### config.mk
export PLATFORM = sky130hd
export DESIGN_NAME = mevp_postproc
export DESIGN_NICKNAME = d
export VERILOG_FILES = /design/src/logic/mevp_pkg.sv /design/src/logic/mevp_postproc.sv
export SDC_FILE = /design/constraint.sdc
export NUM_CORES = 2
export LEC_CHECK = 0
export ABC_AREA = 0
export BUFFER_PORTS_ARGS = -buffer_cell sky130_fd_sc_hd__buf_2
export CAP_MARGIN = 20
export CORE_ASPECT_RATIO = 1.2
export CORE_MARGIN = 4
export CORE_UTILIZATION = 40
export CTS_CLUSTER_DIAMETER = 150
export DETAILED_ROUTE_END_ITERATION = 7
export GPL_TIMING_DRIVEN = 0
export PLACE_DENSITY = 0.65
export SYNTH_ARGS = -nofsm -noshare
export SYNTH_HDL_FRONTEND = slang
export SYNTH_SLANG_ARGS = --single-unit
### constraint.sdc
create_clock -name mclk -period 15.8 [get_ports mclk]
set_input_delay 3.95 -clock mclk [delete_from_list [all_inputs] [get_ports mclk]]
set_output_delay 3.95 -clock mclk [all_outputs]
set_load 0.02 [all_outputs]
### src/logic/mevp_pkg.sv
package mevp_pkg;
    // Register indices as printed; byte address is four times the index
    localparam logic [7:0] MEVP_IDX_CTRL3 = 8'h5d;
    localparam logic [7:0] MEVP_IDX_INT_SRC = 8'h5e;
    localparam logic [7:0] MEVP_IDX_VECM_CFG = 8'h69;
    localparam logic [7:0] MEVP_IDX_VECM_THS_MSB = 8'h6a;
    localparam logic [7:0] MEVP_IDX_VECM_THS_LSB = 8'h6b;
    localparam logic [7:0] MEVP_IDX_VECM_CNT = 8'h6c;
    localparam logic [7:0] MEVP_IDX_OFF_X = 8'h70;
    localparam logic [7:0] MEVP_IDX_OFF_Y = 8'h71;
    localparam logic [7:0] MEVP_IDX_OFF_Z = 8'h72;
    localparam logic [7:0] MEVP_IDX_INIT_X = 8'h73;
    localparam logic [7:0] MEVP_IDX_INIT_Y = 8'h74;
    localparam logic [7:0] MEVP_IDX_INIT_Z = 8'h75;
    localparam logic [7:0] MEVP_IDX_STATUS = 8'h76;
    // Control three fields
    localparam int MEVP_RAW_BIT = 7;
    localparam int MEVP_OS_LSB = 4;
    localparam int MEVP_THS_UPD_BIT = 3;
    // Interrupt source fields
    localparam int MEVP_SRC_THS_BIT = 2;
    localparam int MEVP_SRC_VECM_BIT = 1;
    localparam int MEVP_SRC_DRDY_BIT = 0;
    // Vector-change config fields, then the debounce-mode bit of the threshold MSB register
    localparam int MEVP_ELE_BIT = 6;
    localparam int MEVP_INITM_BIT = 5;
    localparam int MEVP_UPDM_BIT = 4;
    localparam int MEVP_EN_BIT = 3;
    localparam int MEVP_DBCNTM_BIT = 7;
    localparam logic [7:0] MEVP_RESET_VALUE = 8'h00;
    // Rate codes, slowest first
    localparam logic [2:0] MEVP_RATE_1P56 = 3'h0;
    localparam logic [2:0] MEVP_RATE_800 = 3'h7;
    localparam logic [10:0] MEVP_RATIO_FLOOR = 11'h002;
    localparam logic [10:0] MEVP_RATIO_TOP = 11'h400;
endpackage : mevp_pkg

### src/logic/mevp_postproc.sv
// The APB register port was decided locally.
`timescale 1ns/1ns
module mevp_postproc #(
    parameter int SW = 16
) (
    input wire logic mclk,
    input wire logic rst_n,
    input wire logic psel,
    input wire logic penable,
    input wire logic pwrite,
    input wire logic [11:0] paddr,
    input wire logic [31:0] pwdata,
    output logic [31:0] prdata,
    output logic pready,
    output logic pslverr,
    input wire logic sample_valid,
    input wire logic signed [SW-1:0] raw_x,
    input wire logic signed [SW-1:0] raw_y,
    input wire logic signed [SW-1:0] raw_z,
    input wire logic [2:0] output_data_rate,
    input wire logic auto_sleep,
    input wire logic [2:0] wake_oversample_setting,
    input wire logic ths_event,
    input wire logic [2:0] ths_axis,
    output logic signed [SW-1:0] mag_x,
    output logic signed [SW-1:0] mag_y,
    output logic signed [SW-1:0] mag_z,
    output logic mag_valid,
    output logic [10:0] oversampling_ratio,
    output logic [2:0] ths_ref_load
);
    import mevp_pkg::*;

    logic [7:0] mag_control_three;
    logic [7:0] mag_interrupt_source;
    logic [7:0] mag_vector_change_config;
    logic [7:0] ths_msb;
    logic [7:0] ths_lsb;
    logic [7:0] vecm_cnt;
    logic signed [SW-1:0] off [3];
    logic signed [SW-1:0] init_ref [3];
    logic signed [SW-1:0] vref [3];
    logic signed [SW-1:0] next_out [3];
    logic signed [SW-1:0] raw [3];
    logic [7:0] dbc;
    logic vecm_live;
    logic en_d;
    logic src_read;
    logic wr_en;
    logic [9:0] idx;
    logic [2:0] sleep_oversample_setting;
    logic [2:0] os_sel;
    logic [14:0] vecm_ths;
    logic [2*SW+3:0] dist2;
    logic [31:0] ths2;
    logic over;
    logic vecm_fire;

    assign raw[0] = raw_x;
    assign raw[1] = raw_y;
    assign raw[2] = raw_z;
    assign idx = paddr[11:2];
    assign pready = 1'b1; // Zero-wait slave
    assign pslverr = 1'b0;
    assign wr_en = psel && penable && pwrite;
    assign src_read = psel && penable && !pwrite && idx == {2'h0, MEVP_IDX_INT_SRC};
    assign sleep_oversample_setting = mag_control_three[MEVP_OS_LSB +: 3];
    assign vecm_ths = {ths_msb[6:0], ths_lsb};

    // Offset applied only outside raw mode; wraps rather than saturates
    always_comb begin
        for (int i = 0; i < 3; i++) begin
            if (mag_control_three[MEVP_RAW_BIT]) begin
                next_out[i] = raw[i];
            end else begin
                next_out[i] = raw[i] + off[i];
            end
        end
    end

    // Output sample registers
    always_ff @(posedge mclk or negedge rst_n) begin
        if (!rst_n) begin
            mag_x <= '0;
            mag_y <= '0;
            mag_z <= '0;
            mag_valid <= 1'b0;
        end else begin
            mag_valid <= sample_valid;
            if (sample_valid) begin
                mag_x <= next_out[0];
                mag_y <= next_out[1];
                mag_z <= next_out[2];
            end
        end
    end

    // Ratio doubles per setting step from setting 1 up, halves or quarters per faster rate code, floored at 2
    assign os_sel = auto_sleep ? sleep_oversample_setting : wake_oversample_setting;
    always_comb begin
        logic [3:0] sh;
        logic [3:0] rate_sh;
        sh = 4'h0;
        rate_sh = 4'h0;
        case (output_data_rate)
            3'h0: rate_sh = 4'h0;
            3'h1: rate_sh = 4'h2;
            3'h2: rate_sh = 4'h3;
            3'h3: rate_sh = 4'h5;
            3'h4: rate_sh = 4'h6;
            3'h5: rate_sh = 4'h7;
            3'h6: rate_sh = 4'h8;
            default: rate_sh = 4'h9;
        endcase
        // Setting 0 shares setting 1's ratio; no setting goes below the floor
        sh = rate_sh + (os_sel == 3'h0 ? 4'h6 : 4'h7 - {1'b0, os_sel});
        if (output_data_rate == MEVP_RATE_800 || sh >= 4'h9) begin
            oversampling_ratio = MEVP_RATIO_FLOOR;
        end else begin
            oversampling_ratio = MEVP_RATIO_TOP >> sh;
        end
    end

    // Threshold reference refresh strobe to the threshold detector
    always_ff @(posedge mclk or negedge rst_n) begin
        if (!rst_n) begin
            ths_ref_load <= 3'h0;
        end else if (ths_event) begin
            ths_ref_load <= mag_control_three[MEVP_THS_UPD_BIT] ? ths_axis : 3'h7;
        end else begin
            ths_ref_load <= 3'h0;
        end
    end

    // Squared distance; zero references give absolute magnitude
    always_comb begin
        logic signed [SW:0] d;
        logic signed [2*SW+1:0] sq;
        dist2 = '0;
        d = '0;
        sq = '0;
        for (int i = 0; i < 3; i++) begin
            d = (SW+1)'(mag_x) - (SW+1)'(vref[i]);
            if (i == 1) d = (SW+1)'(mag_y) - (SW+1)'(vref[i]);
            if (i == 2) d = (SW+1)'(mag_z) - (SW+1)'(vref[i]);
            // Square at full width so no difference wraps before the sum
            sq = (2*SW+2)'(d) * (2*SW+2)'(d);
            dist2 = dist2 + (2*SW+4)'(unsigned'(sq));
        end
    end
    assign ths2 = 32'(vecm_ths) * 32'(vecm_ths);
    assign over = (2*SW+4)'(ths2) < dist2;
    assign vecm_fire = over && dbc >= vecm_cnt;

    // Debounce counts one per output sample
    // Disabling the detector zeroes the count, so each enable starts afresh
    always_ff @(posedge mclk or negedge rst_n) begin
        if (!rst_n) begin
            dbc <= 8'h00;
        end else if (!mag_vector_change_config[MEVP_EN_BIT]) begin
            dbc <= 8'h00;
        end else if (mag_valid) begin
            if (over) begin
                if (dbc != 8'hff) dbc <= dbc + 8'h01;
            end else if (ths_msb[MEVP_DBCNTM_BIT]) begin
                dbc <= 8'h00;
            end else if (dbc != 8'h00) begin
                dbc <= dbc - 8'h01;
            end
        end
    end

    // Internal references, not on the read path
    always_ff @(posedge mclk or negedge rst_n) begin
        if (!rst_n) begin
            en_d <= 1'b0;
            for (int i = 0; i < 3; i++) vref[i] <= '0;
        end else begin
            en_d <= mag_vector_change_config[MEVP_EN_BIT];
            if (mag_vector_change_config[MEVP_EN_BIT] && !en_d) begin
                vref[0] <= mag_vector_change_config[MEVP_INITM_BIT] ? init_ref[0] : mag_x;
                vref[1] <= mag_vector_change_config[MEVP_INITM_BIT] ? init_ref[1] : mag_y;
                vref[2] <= mag_vector_change_config[MEVP_INITM_BIT] ? init_ref[2] : mag_z;
            end else if (mag_valid && vecm_fire && !mag_vector_change_config[MEVP_UPDM_BIT]) begin
                vref[0] <= mag_x;
                vref[1] <= mag_y;
                vref[2] <= mag_z;
            end else if (mag_vector_change_config[MEVP_INITM_BIT] && mag_vector_change_config[MEVP_UPDM_BIT]) begin
                for (int i = 0; i < 3; i++) vref[i] <= init_ref[i]; // Live manual references
            end
        end
    end

    // Live vector state, recomputed each sample
    always_ff @(posedge mclk or negedge rst_n) begin
        if (!rst_n) begin
            vecm_live <= 1'b0;
        end else if (!mag_vector_change_config[MEVP_EN_BIT]) begin
            vecm_live <= 1'b0;
        end else if (mag_valid) begin
            vecm_live <= vecm_fire;
        end
    end

    // Source flags; a set beats the clearing read
    // A non-latched vector flag ignores the read and tracks the live state
    always_ff @(posedge mclk or negedge rst_n) begin
        if (!rst_n) begin
            mag_interrupt_source <= MEVP_RESET_VALUE;
        end else begin
            mag_interrupt_source[7:3] <= 5'h00;
            if (ths_event) begin
                mag_interrupt_source[MEVP_SRC_THS_BIT] <= 1'b1;
            end else if (src_read) begin
                mag_interrupt_source[MEVP_SRC_THS_BIT] <= 1'b0;
            end
            if (sample_valid) begin
                mag_interrupt_source[MEVP_SRC_DRDY_BIT] <= 1'b1;
            end else if (src_read) begin
                mag_interrupt_source[MEVP_SRC_DRDY_BIT] <= 1'b0;
            end
            if (!mag_vector_change_config[MEVP_ELE_BIT]) begin
                mag_interrupt_source[MEVP_SRC_VECM_BIT] <= vecm_live;
            end else if (mag_valid && vecm_fire && mag_vector_change_config[MEVP_EN_BIT]) begin
                mag_interrupt_source[MEVP_SRC_VECM_BIT] <= 1'b1;
            end else if (src_read) begin
                mag_interrupt_source[MEVP_SRC_VECM_BIT] <= 1'b0;
            end
        end
    end

    // Register writes
    // Unmapped words, including aliases above index 0xff, are dropped
    always_ff @(posedge mclk or negedge rst_n) begin
        if (!rst_n) begin
            mag_control_three <= MEVP_RESET_VALUE;
            mag_vector_change_config <= MEVP_RESET_VALUE;
            ths_msb <= MEVP_RESET_VALUE;
            ths_lsb <= MEVP_RESET_VALUE;
            vecm_cnt <= MEVP_RESET_VALUE;
            for (int i = 0; i < 3; i++) begin
                off[i] <= '0;
                init_ref[i] <= '0;
            end
        end else if (wr_en && idx[9:8] == 2'h0) begin
            case (idx[7:0])
                MEVP_IDX_CTRL3: mag_control_three <= pwdata[7:0];
                MEVP_IDX_VECM_CFG: mag_vector_change_config <= pwdata[7:0];
                MEVP_IDX_VECM_THS_MSB: ths_msb <= pwdata[7:0];
                MEVP_IDX_VECM_THS_LSB: ths_lsb <= pwdata[7:0];
                MEVP_IDX_VECM_CNT: vecm_cnt <= pwdata[7:0];
                MEVP_IDX_OFF_X: off[0] <= pwdata[SW-1:0];
                MEVP_IDX_OFF_Y: off[1] <= pwdata[SW-1:0];
                MEVP_IDX_OFF_Z: off[2] <= pwdata[SW-1:0];
                MEVP_IDX_INIT_X: init_ref[0] <= pwdata[SW-1:0];
                MEVP_IDX_INIT_Y: init_ref[1] <= pwdata[SW-1:0];
                MEVP_IDX_INIT_Z: init_ref[2] <= pwdata[SW-1:0];
                default: ;
            endcase
        end
    end

    // Read mux; internal references are deliberately absent
    always_comb begin
        prdata = 32'h0000_0000;
        if (idx[9:8] == 2'h0) begin
            case (idx[7:0])
                MEVP_IDX_CTRL3: prdata = {24'h0, mag_control_three};
                MEVP_IDX_INT_SRC: prdata = {24'h0, mag_interrupt_source};
                MEVP_IDX_VECM_CFG: prdata = {24'h0, mag_vector_change_config};
                MEVP_IDX_VECM_THS_MSB: prdata = {24'h0, ths_msb};
                MEVP_IDX_VECM_THS_LSB: prdata = {24'h0, ths_lsb};
                MEVP_IDX_VECM_CNT: prdata = {24'h0, vecm_cnt};
                MEVP_IDX_OFF_X: prdata = 32'(unsigned'(off[0]));
                MEVP_IDX_OFF_Y: prdata = 32'(unsigned'(off[1]));
                MEVP_IDX_OFF_Z: prdata = 32'(unsigned'(off[2]));
                MEVP_IDX_INIT_X: prdata = 32'(unsigned'(init_ref[0]));
                MEVP_IDX_INIT_Y: prdata = 32'(unsigned'(init_ref[1]));
                MEVP_IDX_INIT_Z: prdata = 32'(unsigned'(init_ref[2]));
                MEVP_IDX_STATUS: prdata = {24'h0, dbc};
                default: prdata = 32'h0000_0000;
            endcase
        end
    end
endmodule : mevp_postproc

==> impl_metrics.ini <==
[outcome]
status = completed

[setup_path]
cp.arrival_ps = 15510
cp-end-kind = register
cp.required_ps = 16230
crit_type = reg2reg
crit_buf_inv = 10
path_delay_family = adder cells
crit_path_max_incr_delay_ps = 690
start_kind = register
worstRegToRegCells = 51
cpMostUsedCell = fa_1
reg2reg_slack_ps = 730
r2r-start = mag_z[0]
crit_fanout = 10
worstReg2RegEnd = vref[30]
slowest_stage = fa_1

[grt]
track_usage_pct = 23.0
grt_max_degree = 92
gr-total-overflow = 0
grt_pass1_wl_microns = 252000
grt_pass1_vias = 45100
grt_antenna_before_repair = 6

[final_layout]
layout_common_cells = inv_1 (1455), fa_1 (988), ha_1 (511), nand2_1 (463), nor2_1 (450)
fin_nets = 7840
drive_above_1_share_pct = 7.33
layout_commonest_cell = inv_1
regArea_sq_um = 6230
area_growth_pct = 8.14
multi_input_area_sq_um = 41700
nFillCells = 13400

[clock_tree]
clk_pin_slew_ps = 70
clk_latency_ps = 570
htreeDepth = 1
clkSinkCount = 249
cts_tree = built
cts.root.buffer_cell = clkbuf_16
clockBufferDepth = 3
cts_made_buffers = 25

[route]
first_pass_iters = 6
wirelength_microns = 160000
ant_nets = 0
wire_per_inst_microns = 19.9
routed-via-count = 42400
drt_iter0_markers = 2838
drc = 0
viasPerCell = 5.27

[floorplan]
dieArea_sq_um = 141000
start_util_pct = 40.3
rows = 147
coreArea_sq_um = 134000
die_w_microns = 343
die_h_microns = 410
boundaryPins = 206

[timing]
hold_viol = 0
timing.final.crit_share_pct = 95.4
setup_viol = 0
skew_ps = 24.3
max_freq_mhz = 66.3
fin_crit_ps = 15070
worst_pin_slew_ps = 1180
max_slew_margin_pct = 21.1
setup_tns_ps = 0
slew_viol_final = 0

[synth]
postSynthCellCount = 6001
synth_top_flop_cell = dfrtp_1
syn_area_sq_um = 54000
yosysSeqAreaShare_pct = 11.5
synth-edff-count = 0
ys_types = 84
synth_warnings = 0
synth_seq_cells = 249
syn_area_per_cell_sq_um = 9.00
ys_async_sr_fraction_pct = 100

[worst_hold_path]
hp-start = mag_vector_change_config[3]
holdPathStages = 0
hp-class = reg2reg
min_to = en_d

[placement]
port_buffers = 167
gp_congestion = 0.965
hpwl_microns = 137000

[flow_run]
drv_cap = 0
==> flip-flops by register name, summed over array words and instances, names as in the netlist, 16 cells and up <==
register and flops:
init_ref 48, vref 48, off 48, mag_z 16
mag_y 16, mag_x 16
==> layout make-up <==
type,count,share of cell area (%)
antenna,2,0.00857
buffer,186,1.36
clock buffer,35,1.22
clock inverter,10,0.221
inverter,1470,9.45
multi-input combinational,4110,71.3
sequential,249,10.7
tap,1788,3.83
timing repair buffer,190,1.89
==> worst max-delay path by stage <==
stage,from,end,slack (ps),depth (start not counted)
floorplan,mag_y[0],dbc[5],3310,54
global placement,mag_y[0],vref[44],-890,55
detailed placement,mag_y[0],vref[30],-80,52
CTS,mag_y[0],vref[30],50,56
global route,mag_y[0],vref[35],-50,55
finish,mag_z[0],vref[30],730,51
==> Yosys cell counts (19+ instances only) <==
cell type / n / area share (%)
and2_1: 63 / 0.73
a21o_1: 76 / 1.1
and3_1: 39 / 0.45
inv_1: 1455 / 10
nand2b_1: 40 / 0.46
buf_4: 19 / 0.26
xor2_1: 79 / 1.3
a31oi_1: 28 / 0.32
or2_2: 21 / 0.24
ha_1: 511 / 12
a21oi_1: 282 / 2.6
fa_1: 988 / 37
clkbuf_1: 156 / 1.1
o22ai_1: 52 / 0.60
o21ai_0: 174 / 1.6
o21bai_1: 33 / 0.46
a22oi_1: 44 / 0.61
nor3_1: 68 / 0.63
xnor2_1: 146 / 2.4
or3_1: 26 / 0.30
a211oi_1: 24 / 0.33
nand3_1: 57 / 0.53
nor2b_1: 33 / 0.38
mux2_2: 127 / 2.6
nand2_1: 463 / 3.2
nor2_1: 450 / 3.1
dfrtp_1: 249 / 12
o31ai_1: 20 / 0.28
==> cell families (layout without fill, tap and decap cells) <==
family,count (synthesis),in the layout,synth area share (%)
AOI/OAI and AO/OA,891,891,10.5
xor gates and xnor gates,225,225,3.65
adders and majority gates,1499,1499,48.5
buffers and inverters,1659,1891,11.7
DFF,249,249,11.5
muxes,145,145,2.98
other,2,21,0.0139
and+or+nand+nor,1331,1331,11.1
==> stage by stage <==
stage	hold WS, ps	area, sq um	utilization, %	instances	setup slack [ps]
after global routing	411	58400	43.6	8038	-53.9
after CTS	395	58200	43.5	8034	52.4
after global placement	375	57100	42.7	7973	-892
final	398	58400	43.6	8040	726
after floorplan	372	54100	-	6018	3310
after detailed placement	382	57400	42.9	7989	-79.3
==> worst reg2reg max path: cells and delay by family (launching register included) <==
family | cells | cell delay (ps)
adder cells (fa/ha/maj) | 11 | 5090
XOR/XNOR | 1 | 530
buffers and inverters | 10 | 1810
flip-flops | 1 | 570
AO/OA/AOI/OAI | 19 | 4440
AND/OR/NAND/NOR | 10 | 2480
==> what timing repair did <==
action,CTS,global route
pin swaps,0,1
buffers inserted,0,3
setup endpoints to repair,30,58
hold buffers,0,0
resized for setup,1,24
==> per-layer routing <==
layer | vias to the layer above | share of wire, % | wire, microns | track usage, %
met3 | 394 | 5.6 | 9000 | 2.40
li1 | 19200 | - | - | -
met4 | 8 | 6.2 | 9870 | 11.4
met2 | 1389 | 50 | 80100 | 40.8
met5 | - | 0.030 | 48 | 0
met1 | 21400 | 38 | 60900 | 27.7
Power is left out: the tool's default activity adds up to more than one toggle a clock period on the data nets, which glitch-free logic cannot reach.
